==> src/cssio_pkg.sv <==
package cssio_pkg;
  // register byte offsets
  localparam logic [7:0] CSSIO_CTRL_OFF = 8'h00;
  localparam logic [7:0] CSSIO_STAT_OFF = 8'h04;
  localparam logic [7:0] CSSIO_TXD_OFF = 8'h08;
  localparam logic [7:0] CSSIO_RXD_OFF = 8'h0C;
  localparam logic [7:0] CSSIO_IEN_OFF = 8'h10;
  localparam logic [7:0] CSSIO_ICLR_OFF = 8'h14;
  localparam logic [7:0] CSSIO_DIV_OFF = 8'h18;
  // control fields
  localparam int CSSIO_C_TXEN = 0;
  localparam int CSSIO_C_RXEN = 1;
  localparam int CSSIO_C_EXTCLK = 2;
  localparam int CSSIO_C_EDGE = 3;
  localparam int CSSIO_C_RTSEN = 4;
  localparam int CSSIO_C_CTSEN = 5;
  localparam int CSSIO_C_CUT = 6;
  localparam logic [6:0] CSSIO_CTRL_RST = 7'h00;
  // status fields: sticky events in bits 0..2 share the enable and clear layout
  localparam int CSSIO_S_TXEMPTY = 3;
  localparam int CSSIO_S_RXFULL = 4;
  localparam int CSSIO_S_OVR = 2;
  localparam int CSSIO_S_DONE = 1;
  localparam int CSSIO_NIRQ = 3;
  localparam logic [15:0] CSSIO_DIV_RST = 16'h0004;
  localparam int CSSIO_BITS = 8;
  typedef enum logic [2:0] {
    CSSIO_IDLE = 3'b001,
    CSSIO_SHIFT = 3'b010,
    CSSIO_LAST = 3'b100
  } cssio_state_t;
endpackage : cssio_pkg

==> src/cssio_sync.sv <==
`timescale 1ns/1ns
`default_nettype none
module cssio_sync #(
  parameter logic RST_VAL = 1'b0
) (
  // clock and reset
  input wire logic sys_clk,
  input wire logic arst_n,
  // level
  input wire logic async_in,
  output logic sync_out
);
  logic meta_q;
  always_ff @(posedge sys_clk or negedge arst_n) begin
    if (!arst_n) begin
      meta_q <= RST_VAL;
      sync_out <= RST_VAL;
    end else begin
      meta_q <= async_in;
      sync_out <= meta_q;
    end
  end
endmodule : cssio_sync
`default_nettype wire

==> src/cssio_core.sv <==
// Contract
// - external clock flow control: ready output low
// - ready output returns high on reception start
// - internal clock: ready output has no effect
// - cutoff enabled and shutdown low: tristate data, ready and third clock pins; shift clock pin stays driven
// - start needs enable, data held, permit low when permit input enabled
// - edge select chooses shift and sample edges
// - transmitter makes clock; dummy data driven out
// - internal clock: enable plus write starts clock
// - external clock: shifting follows partner pulses
// - frame while receive full sets overrun
// - overrun leaves receive request flag untouched
`timescale 1ns/1ns
`default_nettype none
module cssio_core
  import cssio_pkg::*;
(
  // clock and reset
  input wire logic sys_clk,
  input wire logic arst_n,
  // axi4-lite write address
  input wire logic [7:0] s_axi_awaddr,
  input wire logic s_axi_awvalid,
  output logic s_axi_awready,
  // axi4-lite write data
  input wire logic [31:0] s_axi_wdata,
  input wire logic [3:0] s_axi_wstrb,
  input wire logic s_axi_wvalid,
  output logic s_axi_wready,
  // axi4-lite write response
  output logic [1:0] s_axi_bresp,
  output logic s_axi_bvalid,
  input wire logic s_axi_bready,
  // axi4-lite read address
  input wire logic [7:0] s_axi_araddr,
  input wire logic s_axi_arvalid,
  output logic s_axi_arready,
  // axi4-lite read data
  output logic [31:0] s_axi_rdata,
  output logic [1:0] s_axi_rresp,
  output logic s_axi_rvalid,
  input wire logic s_axi_rready,
  // serial pins
  input wire logic shift_clock_pin_i,
  output logic shift_clock_pin_o,
  output logic shift_clock_pin_oe,
  output logic serial_out,
  output logic serial_out_oe,
  input wire logic serial_in,
  output logic ready_to_accept_out,
  output logic ready_to_accept_oe,
  input wire logic send_permit_in,
  output logic third_shift_clock_pin_o,
  output logic third_shift_clock_pin_oe,
  input wire logic shutdown_in,
  // interrupt
  output logic irq
);
  import cssio_pkg::*;

  logic [6:0] ctrl_q;
  logic [15:0] div_q;
  logic [7:0] tx_holding_q;
  logic [7:0] rx_holding_q;
  logic transmit_buffer_empty_q;
  logic rx_full_q;
  logic [CSSIO_NIRQ-1:0] stat_q;
  logic [CSSIO_NIRQ-1:0] ien_q;
  cssio_state_t state_q;
  logic [7:0] tx_sh_q;
  logic [7:0] rx_sh_q;
  logic [3:0] cnt_q;
  logic [15:0] div_cnt_q;
  logic int_clk_q;
  logic out_bit_q;
  logic sclk_s;
  logic sdin_s;
  logic cts_s;
  logic sd_s;
  logic sclk_prev_q;

  logic transmit_enable;
  logic rx_on;
  logic ext_clk;
  logic clock_edge_select;
  logic cutoff_enable;
  assign transmit_enable = ctrl_q[CSSIO_C_TXEN];
  assign rx_on = ctrl_q[CSSIO_C_RXEN];
  assign ext_clk = ctrl_q[CSSIO_C_EXTCLK];
  assign clock_edge_select = ctrl_q[CSSIO_C_EDGE];
  assign cutoff_enable = ctrl_q[CSSIO_C_CUT];

  // pins cross into sys_clk before use
  cssio_sync #(.RST_VAL(1'b1)) u_sync_clk (.sys_clk(sys_clk), .arst_n(arst_n),
    .async_in(shift_clock_pin_i), .sync_out(sclk_s));
  cssio_sync #(.RST_VAL(1'b1)) u_sync_din (.sys_clk(sys_clk), .arst_n(arst_n),
    .async_in(serial_in), .sync_out(sdin_s));
  cssio_sync #(.RST_VAL(1'b1)) u_sync_cts (.sys_clk(sys_clk), .arst_n(arst_n),
    .async_in(send_permit_in), .sync_out(cts_s));
  cssio_sync #(.RST_VAL(1'b1)) u_sync_sd (.sys_clk(sys_clk), .arst_n(arst_n),
    .async_in(shutdown_in), .sync_out(sd_s));

  // ---------------- bus slave ----------------
  logic aw_got_q;
  logic w_got_q;
  logic [7:0] awaddr_q;
  logic [31:0] wdata_q;
  logic [3:0] wstrb_q;
  logic wr_fire;
  logic rd_fire;
  assign s_axi_awready = !aw_got_q && !s_axi_bvalid;
  assign s_axi_wready = !w_got_q && !s_axi_bvalid;
  assign s_axi_arready = !s_axi_rvalid;
  assign wr_fire = aw_got_q && w_got_q;
  assign rd_fire = s_axi_arvalid && s_axi_arready;

  always_ff @(posedge sys_clk or negedge arst_n) begin
    if (!arst_n) begin
      aw_got_q <= 1'b0;
      w_got_q <= 1'b0;
      awaddr_q <= 8'h00;
      wdata_q <= 32'h0000_0000;
      wstrb_q <= 4'h0;
      s_axi_bvalid <= 1'b0;
      s_axi_bresp <= 2'b00;
    end else begin
      if (s_axi_awvalid && s_axi_awready) begin
        aw_got_q <= 1'b1;
        awaddr_q <= s_axi_awaddr;
      end
      if (s_axi_wvalid && s_axi_wready) begin
        w_got_q <= 1'b1;
        wdata_q <= s_axi_wdata;
        wstrb_q <= s_axi_wstrb;
      end
      if (wr_fire) begin
        aw_got_q <= 1'b0;
        w_got_q <= 1'b0;
        s_axi_bvalid <= 1'b1;
        if (awaddr_q == CSSIO_CTRL_OFF || awaddr_q == CSSIO_TXD_OFF ||
            awaddr_q == CSSIO_IEN_OFF || awaddr_q == CSSIO_ICLR_OFF ||
            awaddr_q == CSSIO_DIV_OFF) begin
          s_axi_bresp <= 2'b00;
        end else begin
          s_axi_bresp <= 2'b10;
        end
      end else if (s_axi_bready) begin
        s_axi_bvalid <= 1'b0;
      end
    end
  end

  logic wr_ctrl;
  logic wr_txd;
  logic wr_ien;
  logic wr_iclr;
  logic wr_div;
  assign wr_ctrl = wr_fire && awaddr_q == CSSIO_CTRL_OFF && wstrb_q[0];
  assign wr_txd = wr_fire && awaddr_q == CSSIO_TXD_OFF && wstrb_q[0];
  assign wr_ien = wr_fire && awaddr_q == CSSIO_IEN_OFF && wstrb_q[0];
  assign wr_iclr = wr_fire && awaddr_q == CSSIO_ICLR_OFF && wstrb_q[0];
  assign wr_div = wr_fire && awaddr_q == CSSIO_DIV_OFF;
  logic rd_rxd;
  assign rd_rxd = rd_fire && s_axi_araddr == CSSIO_RXD_OFF;

  always_ff @(posedge sys_clk or negedge arst_n) begin
    if (!arst_n) begin
      s_axi_rvalid <= 1'b0;
      s_axi_rdata <= 32'h0000_0000;
      s_axi_rresp <= 2'b00;
    end else if (rd_fire) begin
      s_axi_rvalid <= 1'b1;
      s_axi_rresp <= 2'b00;
      if (s_axi_araddr == CSSIO_CTRL_OFF) begin
        s_axi_rdata <= {25'h0, ctrl_q};
      end else if (s_axi_araddr == CSSIO_STAT_OFF) begin
        s_axi_rdata <= {27'h0, rx_full_q, transmit_buffer_empty_q, stat_q};
      end else if (s_axi_araddr == CSSIO_TXD_OFF) begin
        s_axi_rdata <= {24'h0, tx_holding_q};
      end else if (s_axi_araddr == CSSIO_RXD_OFF) begin
        s_axi_rdata <= {24'h0, rx_holding_q};
      end else if (s_axi_araddr == CSSIO_IEN_OFF) begin
        s_axi_rdata <= {29'h0, ien_q};
      end else if (s_axi_araddr == CSSIO_DIV_OFF) begin
        s_axi_rdata <= {16'h0, div_q};
      end else begin
        s_axi_rdata <= 32'h0000_0000;
        s_axi_rresp <= 2'b10;
      end
    end else if (s_axi_rready) begin
      s_axi_rvalid <= 1'b0;
    end
  end

  always_ff @(posedge sys_clk or negedge arst_n) begin
    if (!arst_n) begin
      ctrl_q <= CSSIO_CTRL_RST;
      ien_q <= '0;
      div_q <= CSSIO_DIV_RST;
    end else begin
      if (wr_ctrl) ctrl_q <= wdata_q[6:0];
      if (wr_ien) ien_q <= wdata_q[CSSIO_NIRQ-1:0];
      if (wr_div) div_q <= (wdata_q[15:0] == 16'h0000) ? 16'h0001 : wdata_q[15:0];
    end
  end

  // ---------------- shift engine ----------------
  logic start_ok;
  logic load;
  logic idle_lvl;
  logic lead_edge;
  logic trail_edge;
  logic int_tick;
  logic frame_done;
  logic ext_rise;
  logic ext_fall;
  logic cur_clk;
  // idle clock level is high for edge select 0, low for 1
  assign idle_lvl = !clock_edge_select;
  assign start_ok = transmit_enable && !transmit_buffer_empty_q &&
                    (!ctrl_q[CSSIO_C_CTSEN] || !cts_s);
  assign load = (state_q == CSSIO_IDLE) && start_ok;
  assign ext_rise = sclk_s && !sclk_prev_q;
  assign ext_fall = !sclk_s && sclk_prev_q;
  assign int_tick = (state_q != CSSIO_IDLE) && !ext_clk && (div_cnt_q == 16'h0001);
  // leading edge moves away from idle level (shift out), trailing returns (sample)
  assign cur_clk = ext_clk ? sclk_s : int_clk_q;
  assign lead_edge = ext_clk ? (clock_edge_select ? ext_rise : ext_fall)
                             : (int_tick && int_clk_q == idle_lvl);
  assign trail_edge = ext_clk ? (clock_edge_select ? ext_fall : ext_rise)
                              : (int_tick && int_clk_q != idle_lvl);
  assign frame_done = (state_q == CSSIO_LAST) && trail_edge;

  always_ff @(posedge sys_clk or negedge arst_n) begin
    if (!arst_n) begin
      sclk_prev_q <= 1'b1;
    end else begin
      sclk_prev_q <= sclk_s;
    end
  end

  // divider runs only inside a frame; one edge per half period
  always_ff @(posedge sys_clk or negedge arst_n) begin
    if (!arst_n) begin
      div_cnt_q <= CSSIO_DIV_RST;
      int_clk_q <= 1'b1;
    end else if (state_q == CSSIO_IDLE || ext_clk) begin
      div_cnt_q <= div_q;
      int_clk_q <= idle_lvl;
    end else if (int_tick) begin
      div_cnt_q <= div_q;
      int_clk_q <= !int_clk_q;
    end else begin
      div_cnt_q <= div_cnt_q - 16'h0001;
    end
  end

  always_ff @(posedge sys_clk or negedge arst_n) begin
    if (!arst_n) begin
      state_q <= CSSIO_IDLE;
      tx_sh_q <= 8'h00;
      rx_sh_q <= 8'h00;
      cnt_q <= 4'h0;
      out_bit_q <= 1'b1;
    end else begin
      case (state_q)
        CSSIO_IDLE: begin
          if (load) begin
            tx_sh_q <= tx_holding_q;
            cnt_q <= 4'h0;
            state_q <= CSSIO_SHIFT;
          end
        end
        CSSIO_SHIFT: begin
          if (lead_edge) begin
            out_bit_q <= tx_sh_q[0];
            tx_sh_q <= {1'b1, tx_sh_q[7:1]};
          end
          if (trail_edge) begin
            rx_sh_q <= {sdin_s, rx_sh_q[7:1]};
            cnt_q <= cnt_q + 4'h1;
            if (cnt_q == 4'(CSSIO_BITS - 2)) state_q <= CSSIO_LAST;
          end
        end
        CSSIO_LAST: begin
          if (lead_edge) begin
            out_bit_q <= tx_sh_q[0];
          end
          if (trail_edge) begin
            rx_sh_q <= {sdin_s, rx_sh_q[7:1]};
            state_q <= CSSIO_IDLE;
          end
        end
        default: state_q <= CSSIO_IDLE;
      endcase
    end
  end

  // ---------------- holding registers and flags ----------------
  always_ff @(posedge sys_clk or negedge arst_n) begin
    if (!arst_n) begin
      tx_holding_q <= 8'h00;
      transmit_buffer_empty_q <= 1'b1;
    end else begin
      if (wr_txd) tx_holding_q <= wdata_q[7:0];
      if (load) begin
        transmit_buffer_empty_q <= 1'b1;
      end else if (wr_txd) begin
        transmit_buffer_empty_q <= 1'b0;
      end
    end
  end

  logic overrun_ev;
  logic rx_ev;
  assign overrun_ev = frame_done && rx_on && rx_full_q && !rd_rxd;
  assign rx_ev = frame_done && rx_on && !(rx_full_q && !rd_rxd);

  // overrun leaves rx_holding unloaded, its content treated as undefined
  always_ff @(posedge sys_clk or negedge arst_n) begin
    if (!arst_n) begin
      rx_holding_q <= 8'h00;
      rx_full_q <= 1'b0;
    end else begin
      if (rx_ev) begin
        rx_holding_q <= {sdin_s, rx_sh_q[7:1]};
        rx_full_q <= 1'b1;
      end else if (rd_rxd) begin
        rx_full_q <= 1'b0;
      end
    end
  end

  // sticky status: set beats clear
  logic [CSSIO_NIRQ-1:0] set_v;
  logic [CSSIO_NIRQ-1:0] clr_v;
  assign set_v = {overrun_ev, rx_ev, load};
  assign clr_v = wr_iclr ? wdata_q[CSSIO_NIRQ-1:0] : '0;
  always_ff @(posedge sys_clk or negedge arst_n) begin
    if (!arst_n) begin
      stat_q <= '0;
    end else begin
      stat_q <= set_v | (stat_q & ~clr_v);
    end
  end
  assign irq = |(stat_q & ien_q);

  // ---------------- pins ----------------
  logic cut;
  logic ready_lvl;
  logic rx_started_q;
  assign cut = cutoff_enable && !sd_s;
  // first clock edge of an armed frame marks the start of reception
  always_ff @(posedge sys_clk or negedge arst_n) begin
    if (!arst_n) begin
      rx_started_q <= 1'b0;
    end else if (load) begin
      rx_started_q <= 1'b0;
    end else if (lead_edge && state_q != CSSIO_IDLE) begin
      rx_started_q <= 1'b1;
    end
  end
  // low only while armed with dummy data and no edge yet; idle without data cannot take a frame
  assign ready_lvl = !(rx_on && !rx_full_q && state_q != CSSIO_IDLE && !rx_started_q);
  assign ready_to_accept_out = (ext_clk && ctrl_q[CSSIO_C_RTSEN]) ? ready_lvl : 1'b1;
  assign ready_to_accept_oe = ctrl_q[CSSIO_C_RTSEN] && !cut;
  assign serial_out = out_bit_q;
  assign serial_out_oe = transmit_enable && !cut;
  assign shift_clock_pin_o = int_clk_q;
  assign shift_clock_pin_oe = !ext_clk;
  assign third_shift_clock_pin_o = cur_clk;
  assign third_shift_clock_pin_oe = !ext_clk && !cut;
endmodule : cssio_core
`default_nettype wire

==> config.mk <==
export PLATFORM = sky130hd
export DESIGN_NAME = cssio_core
export DESIGN_NICKNAME = d
export VERILOG_FILES = /design/src/cssio_pkg.sv /design/src/cssio_sync.sv /design/src/cssio_core.sv
export SDC_FILE = /design/constraint.sdc
export NUM_CORES = 1
export LEC_CHECK = 0
export ABC_AREA = 1
export BUFFER_PORTS_ARGS = -buffer_cell sky130_fd_sc_hd__clkbuf_2
export CORE_MARGIN = 3
export CORE_UTILIZATION = 51
export DETAILED_ROUTE_END_ITERATION = 8
export PLACE_DENSITY = 0.82
export SLEW_MARGIN = 20
export SYNTH_ARGS = -nofsm -noshare
export SYNTH_HDL_FRONTEND = slang
export SYNTH_SLANG_ARGS = --single-unit
export TNS_END_PERCENT = 20
==> constraint.sdc <==
create_clock -name sys_clk -period 1.43 [get_ports sys_clk]
set_input_delay 0.286 -clock sys_clk [delete_from_list [all_inputs] [get_ports sys_clk]]
set_output_delay 0.286 -clock sys_clk [all_outputs]
set_load 0.02 [all_outputs]
Word-level counts from Yosys, hierarchy flattened. Index checks and enable logic that the tools add are counted. Widths: inputs -> output; s select.

Flip-flop bits (word level): 163. Output and inout bits: 50. Bits in latches: 0. Bits in read-only memories: 0. Memories kept: 0. Bits in writable memories: 0.

Muxes and demuxes: 50. Shift operators: 0. Eq/ne operators: 22. $add $sub $neg: 2. Bitwise operators: 4. $lt $le $gt $ge: 0. Div/mod/pow operators: 0. Reduce and logical (&&, ||, !) cells: 84. Multiply operators: 0.

Operators by type and width (count): $mux 16 (9); $eq 8x5->1 const B (5); $logic_and 1x1->1 (40); $eq 8x4->1 const B (3); $mux 1 (22); $logic_not 1->1 (19); $reduce_bool 2->1 (9); $eq 16x1->1 const B (1); $logic_not 16->1 (1); $logic_not 8->1 (2); $mux 8 (2); $pmux 8 s2 (1); $sub 16x1->16 const B (1); $mux 3 (5); $mux 2 (7); $ne 2x2->1 const B (5); $pmux 3 s3 (1); $eq 8x3->1 const B (1); $mux 4 (2); $pmux 4 s2 (1); $and 3x3->3 (2); $logic_or 1x1->1 (6); $reduce_and 3->1 (2); $add 4x1->4 const B (1); 13 further kinds (14).

Depth between registers and ports, before layout.
Depth after elaboration: 10. Mapped depth: 10. Depth with buffers taken out: 10.

Cells and area by module. A second synthesis with hierarchy kept.

Cells, all modules: 753. Area total of the unflattened synthesis: 6693.9 um2.

By module, submodules not included: cssio_core (instances 1, cells an instance 745, sequential area each 3412.0 um2, area each 6483.7 um2); cssio_sync (instances 4, cells an instance 2, sequential area each 52.6 um2, area each 52.6 um2).

Worst setup path before layout. Ideal clock, no wire load.

Kind: register -> register. Start point: register s_axi_bvalid. End point: register wdata_q[12]. Path buffers: 1. Arrival time: 1535 ps. Data required time: 1305 ps. Period minus slack after synthesis: 1660 ps. Setup slack: -230 ps. Stages on the path, launching flop included: 5. Cell sequence: dfrtp_1 > nor2_1 > nand2_1 > buf_2 > mux2_2.

Longest elaborated chain between the ends: 3.

RTL lines: start: declaration (line cssio_core.sv:32) `output logic s_axi_bvalid,`; start signal: assignment (line cssio_core.sv:124) `s_axi_bvalid <= 1'b0;`; start signal: assignment (line cssio_core.sv:139) `s_axi_bvalid <= 1'b1;`; start signal: assignment (line cssio_core.sv:148) `s_axi_bvalid <= 1'b0;`; $logic_not 1->1 (line cssio_core.sv:112) `assign s_axi_wready = !w_got_q && !s_axi_bvalid;`; $logic_and 1x1->1 (line cssio_core.sv:112); net s_axi_wready (line cssio_core.sv:29) `output logic s_axi_wready,`; $logic_and 1x1->1 (line cssio_core.sv:131) `if (s_axi_wvalid && s_axi_wready) begin`; end signal: assignment (line cssio_core.sv:133) `wdata_q <= s_axi_wdata;`; end: declaration (line cssio_core.sv:107) `logic [31:0] wdata_q;`.

The timed path passes the listed nets, and every way through them passes these cells. A chain may end at the register's enable or synchronous reset.

Final worst setup path.
Start point: register state_q[0]. End point: output port ready_to_accept_out.

Longest elaborated chain between the ends: 5.

RTL lines: start: declaration (line cssio_core.sv:69) `cssio_state_t state_q;`; start signal: assignment (line cssio_core.sv:260) `state_q <= CSSIO_IDLE;`; start signal: assignment (line cssio_core.sv:271) `state_q <= CSSIO_SHIFT;`; start signal: assignment (line cssio_core.sv:282) `if (cnt_q == 4'(CSSIO_BITS - 2)) state_q <= CSSIO_LAST;`; $ne 3x1->1 (line cssio_core.sv:364) `assign ready_lvl = !(rx_on && !rx_full_q && state_q != CSSIO_IDLE && !rx_started_q);`; $logic_and 1x1->1 (2 in series) (line cssio_core.sv:364); $logic_not 1->1 (line cssio_core.sv:364); $mux 1 (line cssio_core.sv:365) `assign ready_to_accept_out = (ext_clk && ctrl_q[CSSIO_C_RTSEN]) ? ready_lvl : 1'b1;`; end: declaration (line cssio_core.sv:50) `output logic ready_to_accept_out,`.

Every way passes these cells.

==> qor.yml <==
logic_synthesis:
  synth-xor-area-share_pct: 1.91
  seq_area_frac_synth_pct: 53.2
  synth.cell_area_um2: 6810
  postSynthCellCount: 773
  postSynth.asyncResetShare_pct: 100
  synthAdderAreaFrac_pct: 0.735
  ys.warnings.count: 0
  synth_edf_count: 0
  synth_ff_type: "dfrtp_1"
  yosysUniqueCellTypes: 45
  synthSimpleGateAreaFrac_pct: 22.9
  synth_compound_area_share_pct: 10.3
  syn_area_per_cell_um2: 8.81
  muxShareOfSynthArea_pct: 2.65
  synth_top_family_by_area: "simple AND/OR/NAND/NOR gates"
  ys_ff_latch: 144
pwr:
  powerDensity_nw_per_um2: 1710
  ir_drop_uv: 1210
  power.leakage_nw: 4.46
die:
  start_util_pct: 53.1
  ioPinCount: 113
  die_w_um: 122
  die_h_um: 122
  std_cell_rows: 41
  core_um2: 12800
  die_area_um2: 14800
sta:
  post-route-min-period_ns: 1.74
  skew_ns: 0.00677
  setup_ws_ns: -0.314
  rsz0062_at_grt: "true"
  max_freq_mhz: 574
  setup_viol: 85
  hold_viol_final: 0
  whs_ns: 0.0575
  finalCritPeriodShare_pct: 122
  maxSlewViolCount: 0
global_routing:
  grt_max_degree: 75
  grt_pass1_wl_um: 29000
  antenna_found_initial: 0
  grt_pass1_vias: 5960
  grt_overflow: 0
  grt.total_usage_pct: 25.3
clock_tree:
  clk_latency_ns: 0.42
  cts_tree: "done"
  cts_max_level: 4
  clkTransAtPathRegs_ns: 0.06
  clock-sinks: 144
  clockRootBuffer: "clkbuf_16"
  max-clock-path-buffers: 2
  cts_made_buffers: 17
layout:
  drive_above_1_share_pct: 32.9
  multiInputGateArea_um2: 2990
  mostFrequentLayoutCell: "nand2_1"
  syn_to_final_growth_pct: 32.4
  layout_common_cells: "177 x nand2_1, 128 x dfrtp_1, 75 x inv_1, 67 x buf_4, 65 x clkbuf_2"
  ff_latch_area_um2: 3620
  nFillCells: 899
  antennaDiodeCount: 0
  fin_cells: 1120
  layout.nets: 1002
setup_path:
  r2r_slack_ns: -0.25
  cp-end-kind: "primary output"
  reg2reg_from: "state_q[1]$_DFFE_PN0P_"
  critPathMaxStageDelay_ns: 0.55
  worstPathCellList: "nand3_4 -> buf_6 -> nand4_1 -> clkbuf_8"
  crit_family: "flip-flops"
  critPathKind: "reg2out"
  cp_data_arrival_time_ns: 1.46
  cp_num_buf_inv: 2
  critical_path_required_ns: 1.14
  worst_r2r_endpoint: "tx_sh_q[7]$_DFFE_PN0P_"
  crit_path_max_fanout: 2
  rr_worst_depth: 12
  critPathSlowestCell: "dfstp_2"
  cp-start-kind: "flop"
drt:
  vias: 6055
  drc: 0
  firstDrtPassIters: 5
  detail_route.wl_per_cell_um: 16.4
  ant_nets: 0
  viasPerCell: 5.41
  wl_um: 18400
  drt_iter0_markers: 472
outcome:
  status: "finished with violations"
  violations: "negative setup slack"
min_path:
  hold_depth: 2
  hold_end: "s_axi_bvalid$_DFFE_PN0P_"
  min-delay-start: "s_axi_bready"
  hold_class: "in2reg"
place:
  place_ws_ns: -0.178
  place_congestion: 1.01
  dpl.hpwl_um: 12000
  place_inst: 1070
  io_buffers: 75
run:
  max_cap_violations: 0
## logic make-up (layout without fill, tap and decap cells)
kind of cell,after synthesis,in the layout
compound gates,120,120
xor+xnor,14,14
flops,144,144
mux,16,16
fa+ha+maj,4,4
other cells,1,18
simple gates,350,353
buf+inv,124,279
## report_power, final
part | switching [mW] | internal (mW) | leakage [nW]
clock | 1.70 | 3.11 | 0.310
combinational | 2.88 | 2.23 | 2.29
sequential | 0.615 | 4.88 | 1.86
total | 5.20 | 10.2 | 4.46
## flip-flops by register name, summed over array words and instances (netlist names), 4 cells and up
register	count
ctrl_q	7
cnt_q	4
awaddr_q	8
s_axi_rdata	16
tx_holding_q	8
div_cnt_q	16
rx_sh_q	7
rx_holding_q	8
wdata_q	16
tx_sh_q	8
div_q	16
## synth_stat cells (2+ instances only)
library cell / count / area (um^2)
dfrtp_1: 129 / 3230
a21oi_1: 21 / 105
buf_6: 2 / 22.5
inv_1: 76 / 285
nand4_1: 12 / 75.1
mux2_2: 15 / 169
nand3_1: 47 / 235
xor2_1: 8 / 70.1
nand3b_1: 2 / 15.0
buf_2: 9 / 45.0
nor2_1: 56 / 210
buf_4: 19 / 143
nand2_4: 3 / 33.8
nand2_1: 203 / 762
nor2_4: 5 / 56.3
o2111ai_1: 2 / 17.5
ha_1: 4 / 50.1
dfstp_2: 15 / 394
inv_2: 9 / 33.8
nand3_2: 2 / 20.0
o21ai_0: 61 / 305
o21ai_1: 14 / 70.1
nor4_1: 5 / 31.3
o21ai_2: 8 / 70.1
nor2_2: 2 / 12.5
xnor2_1: 5 / 43.8
nor3_1: 4 / 20.0
clkbuf_1: 7 / 26.3
nand2_2: 4 / 25.0
o31ai_1: 9 / 67.6
## through the flow
stage,utilization (%),total power [mW],TNS (ns),instance area (um^2)
floorplan,-,8.16,-0.905,6880
global placement,61.0,9.69,-4.52,7830
detailed placement,61.0,9.91,-7.05,7830
CTS,68.6,15.1,-5.36,8790
global route,70.3,16.2,-17.92,9010
finish,70.3,15.4,-9.93,9010
## what timing repair did
item / 4_1_cts / 5_1_grt
resized for setup: 67 / 48
buffers inserted: 6 / 2
setup endpoints to repair: 83 / 103
hold buffers: 5 / 0
hold endpoints to repair: 134 / 0
cloned: 3 / 2
pin swaps: 12 / 15
## worst reg2reg max path: stages, from the launching register on
cell and delay [ns]:
dfrtp_1 0.38, inv_2 0.07, nand3_4 0.09, buf_4 0.11, buf_6 0.10, nand2_4 0.05
inv_4 0.08, nand3_4 0.09, o21bai_4 0.24, nand2_4 0.13, nand2_8 0.15, nand2_2 0.06
nand2_1 0.07
## worst max path at each step
stage | start | to | cells after the start
5_1_grt | state_q[0]$_DFFE_PN1P_ | ready_to_accept_out | 4
6_report | state_q[0]$_DFFE_PN1P_ | ready_to_accept_out | 4
3_3_place_gp | div_cnt_q[1]$_DFF_PN0_ | rx_holding_q[7]$_DFFE_PN0P_ | 9
4_1_cts | state_q[0]$_DFFE_PN1P_ | ready_to_accept_out | 4
2_1_floorplan | s_axi_rvalid$_DFFE_PN0P_ | rx_holding_q[6]$_DFFE_PN0P_ | 7
3_5_place_dp | awaddr_q[7]$_DFFE_PN0P_ | div_q[2]$_DFFE_PN1P_ | 7
## cell type report
cell class | count | share of cell area, %
inverter | 85 | 3.60
tap | 172 | 2.39
sequential | 144 | 40.2
multi-input combinational | 525 | 33.2
clock inverter | 9 | 1.71
timing repair buffer | 162 | 13.5
clock buffer | 23 | 5.41
## routing by layer
metal / up-vias / track usage, % / routed length (um)
li1: 2801 / - / -
met1: 2950 / 32.9 / 7320
met2: 270 / 41.4 / 9120
met3: 34 / 6.41 / 1530
met4: 0 / 8.89 / 406
met5: - / 0 / 0
No activity file was read; power rests on OpenSTA's default activity.
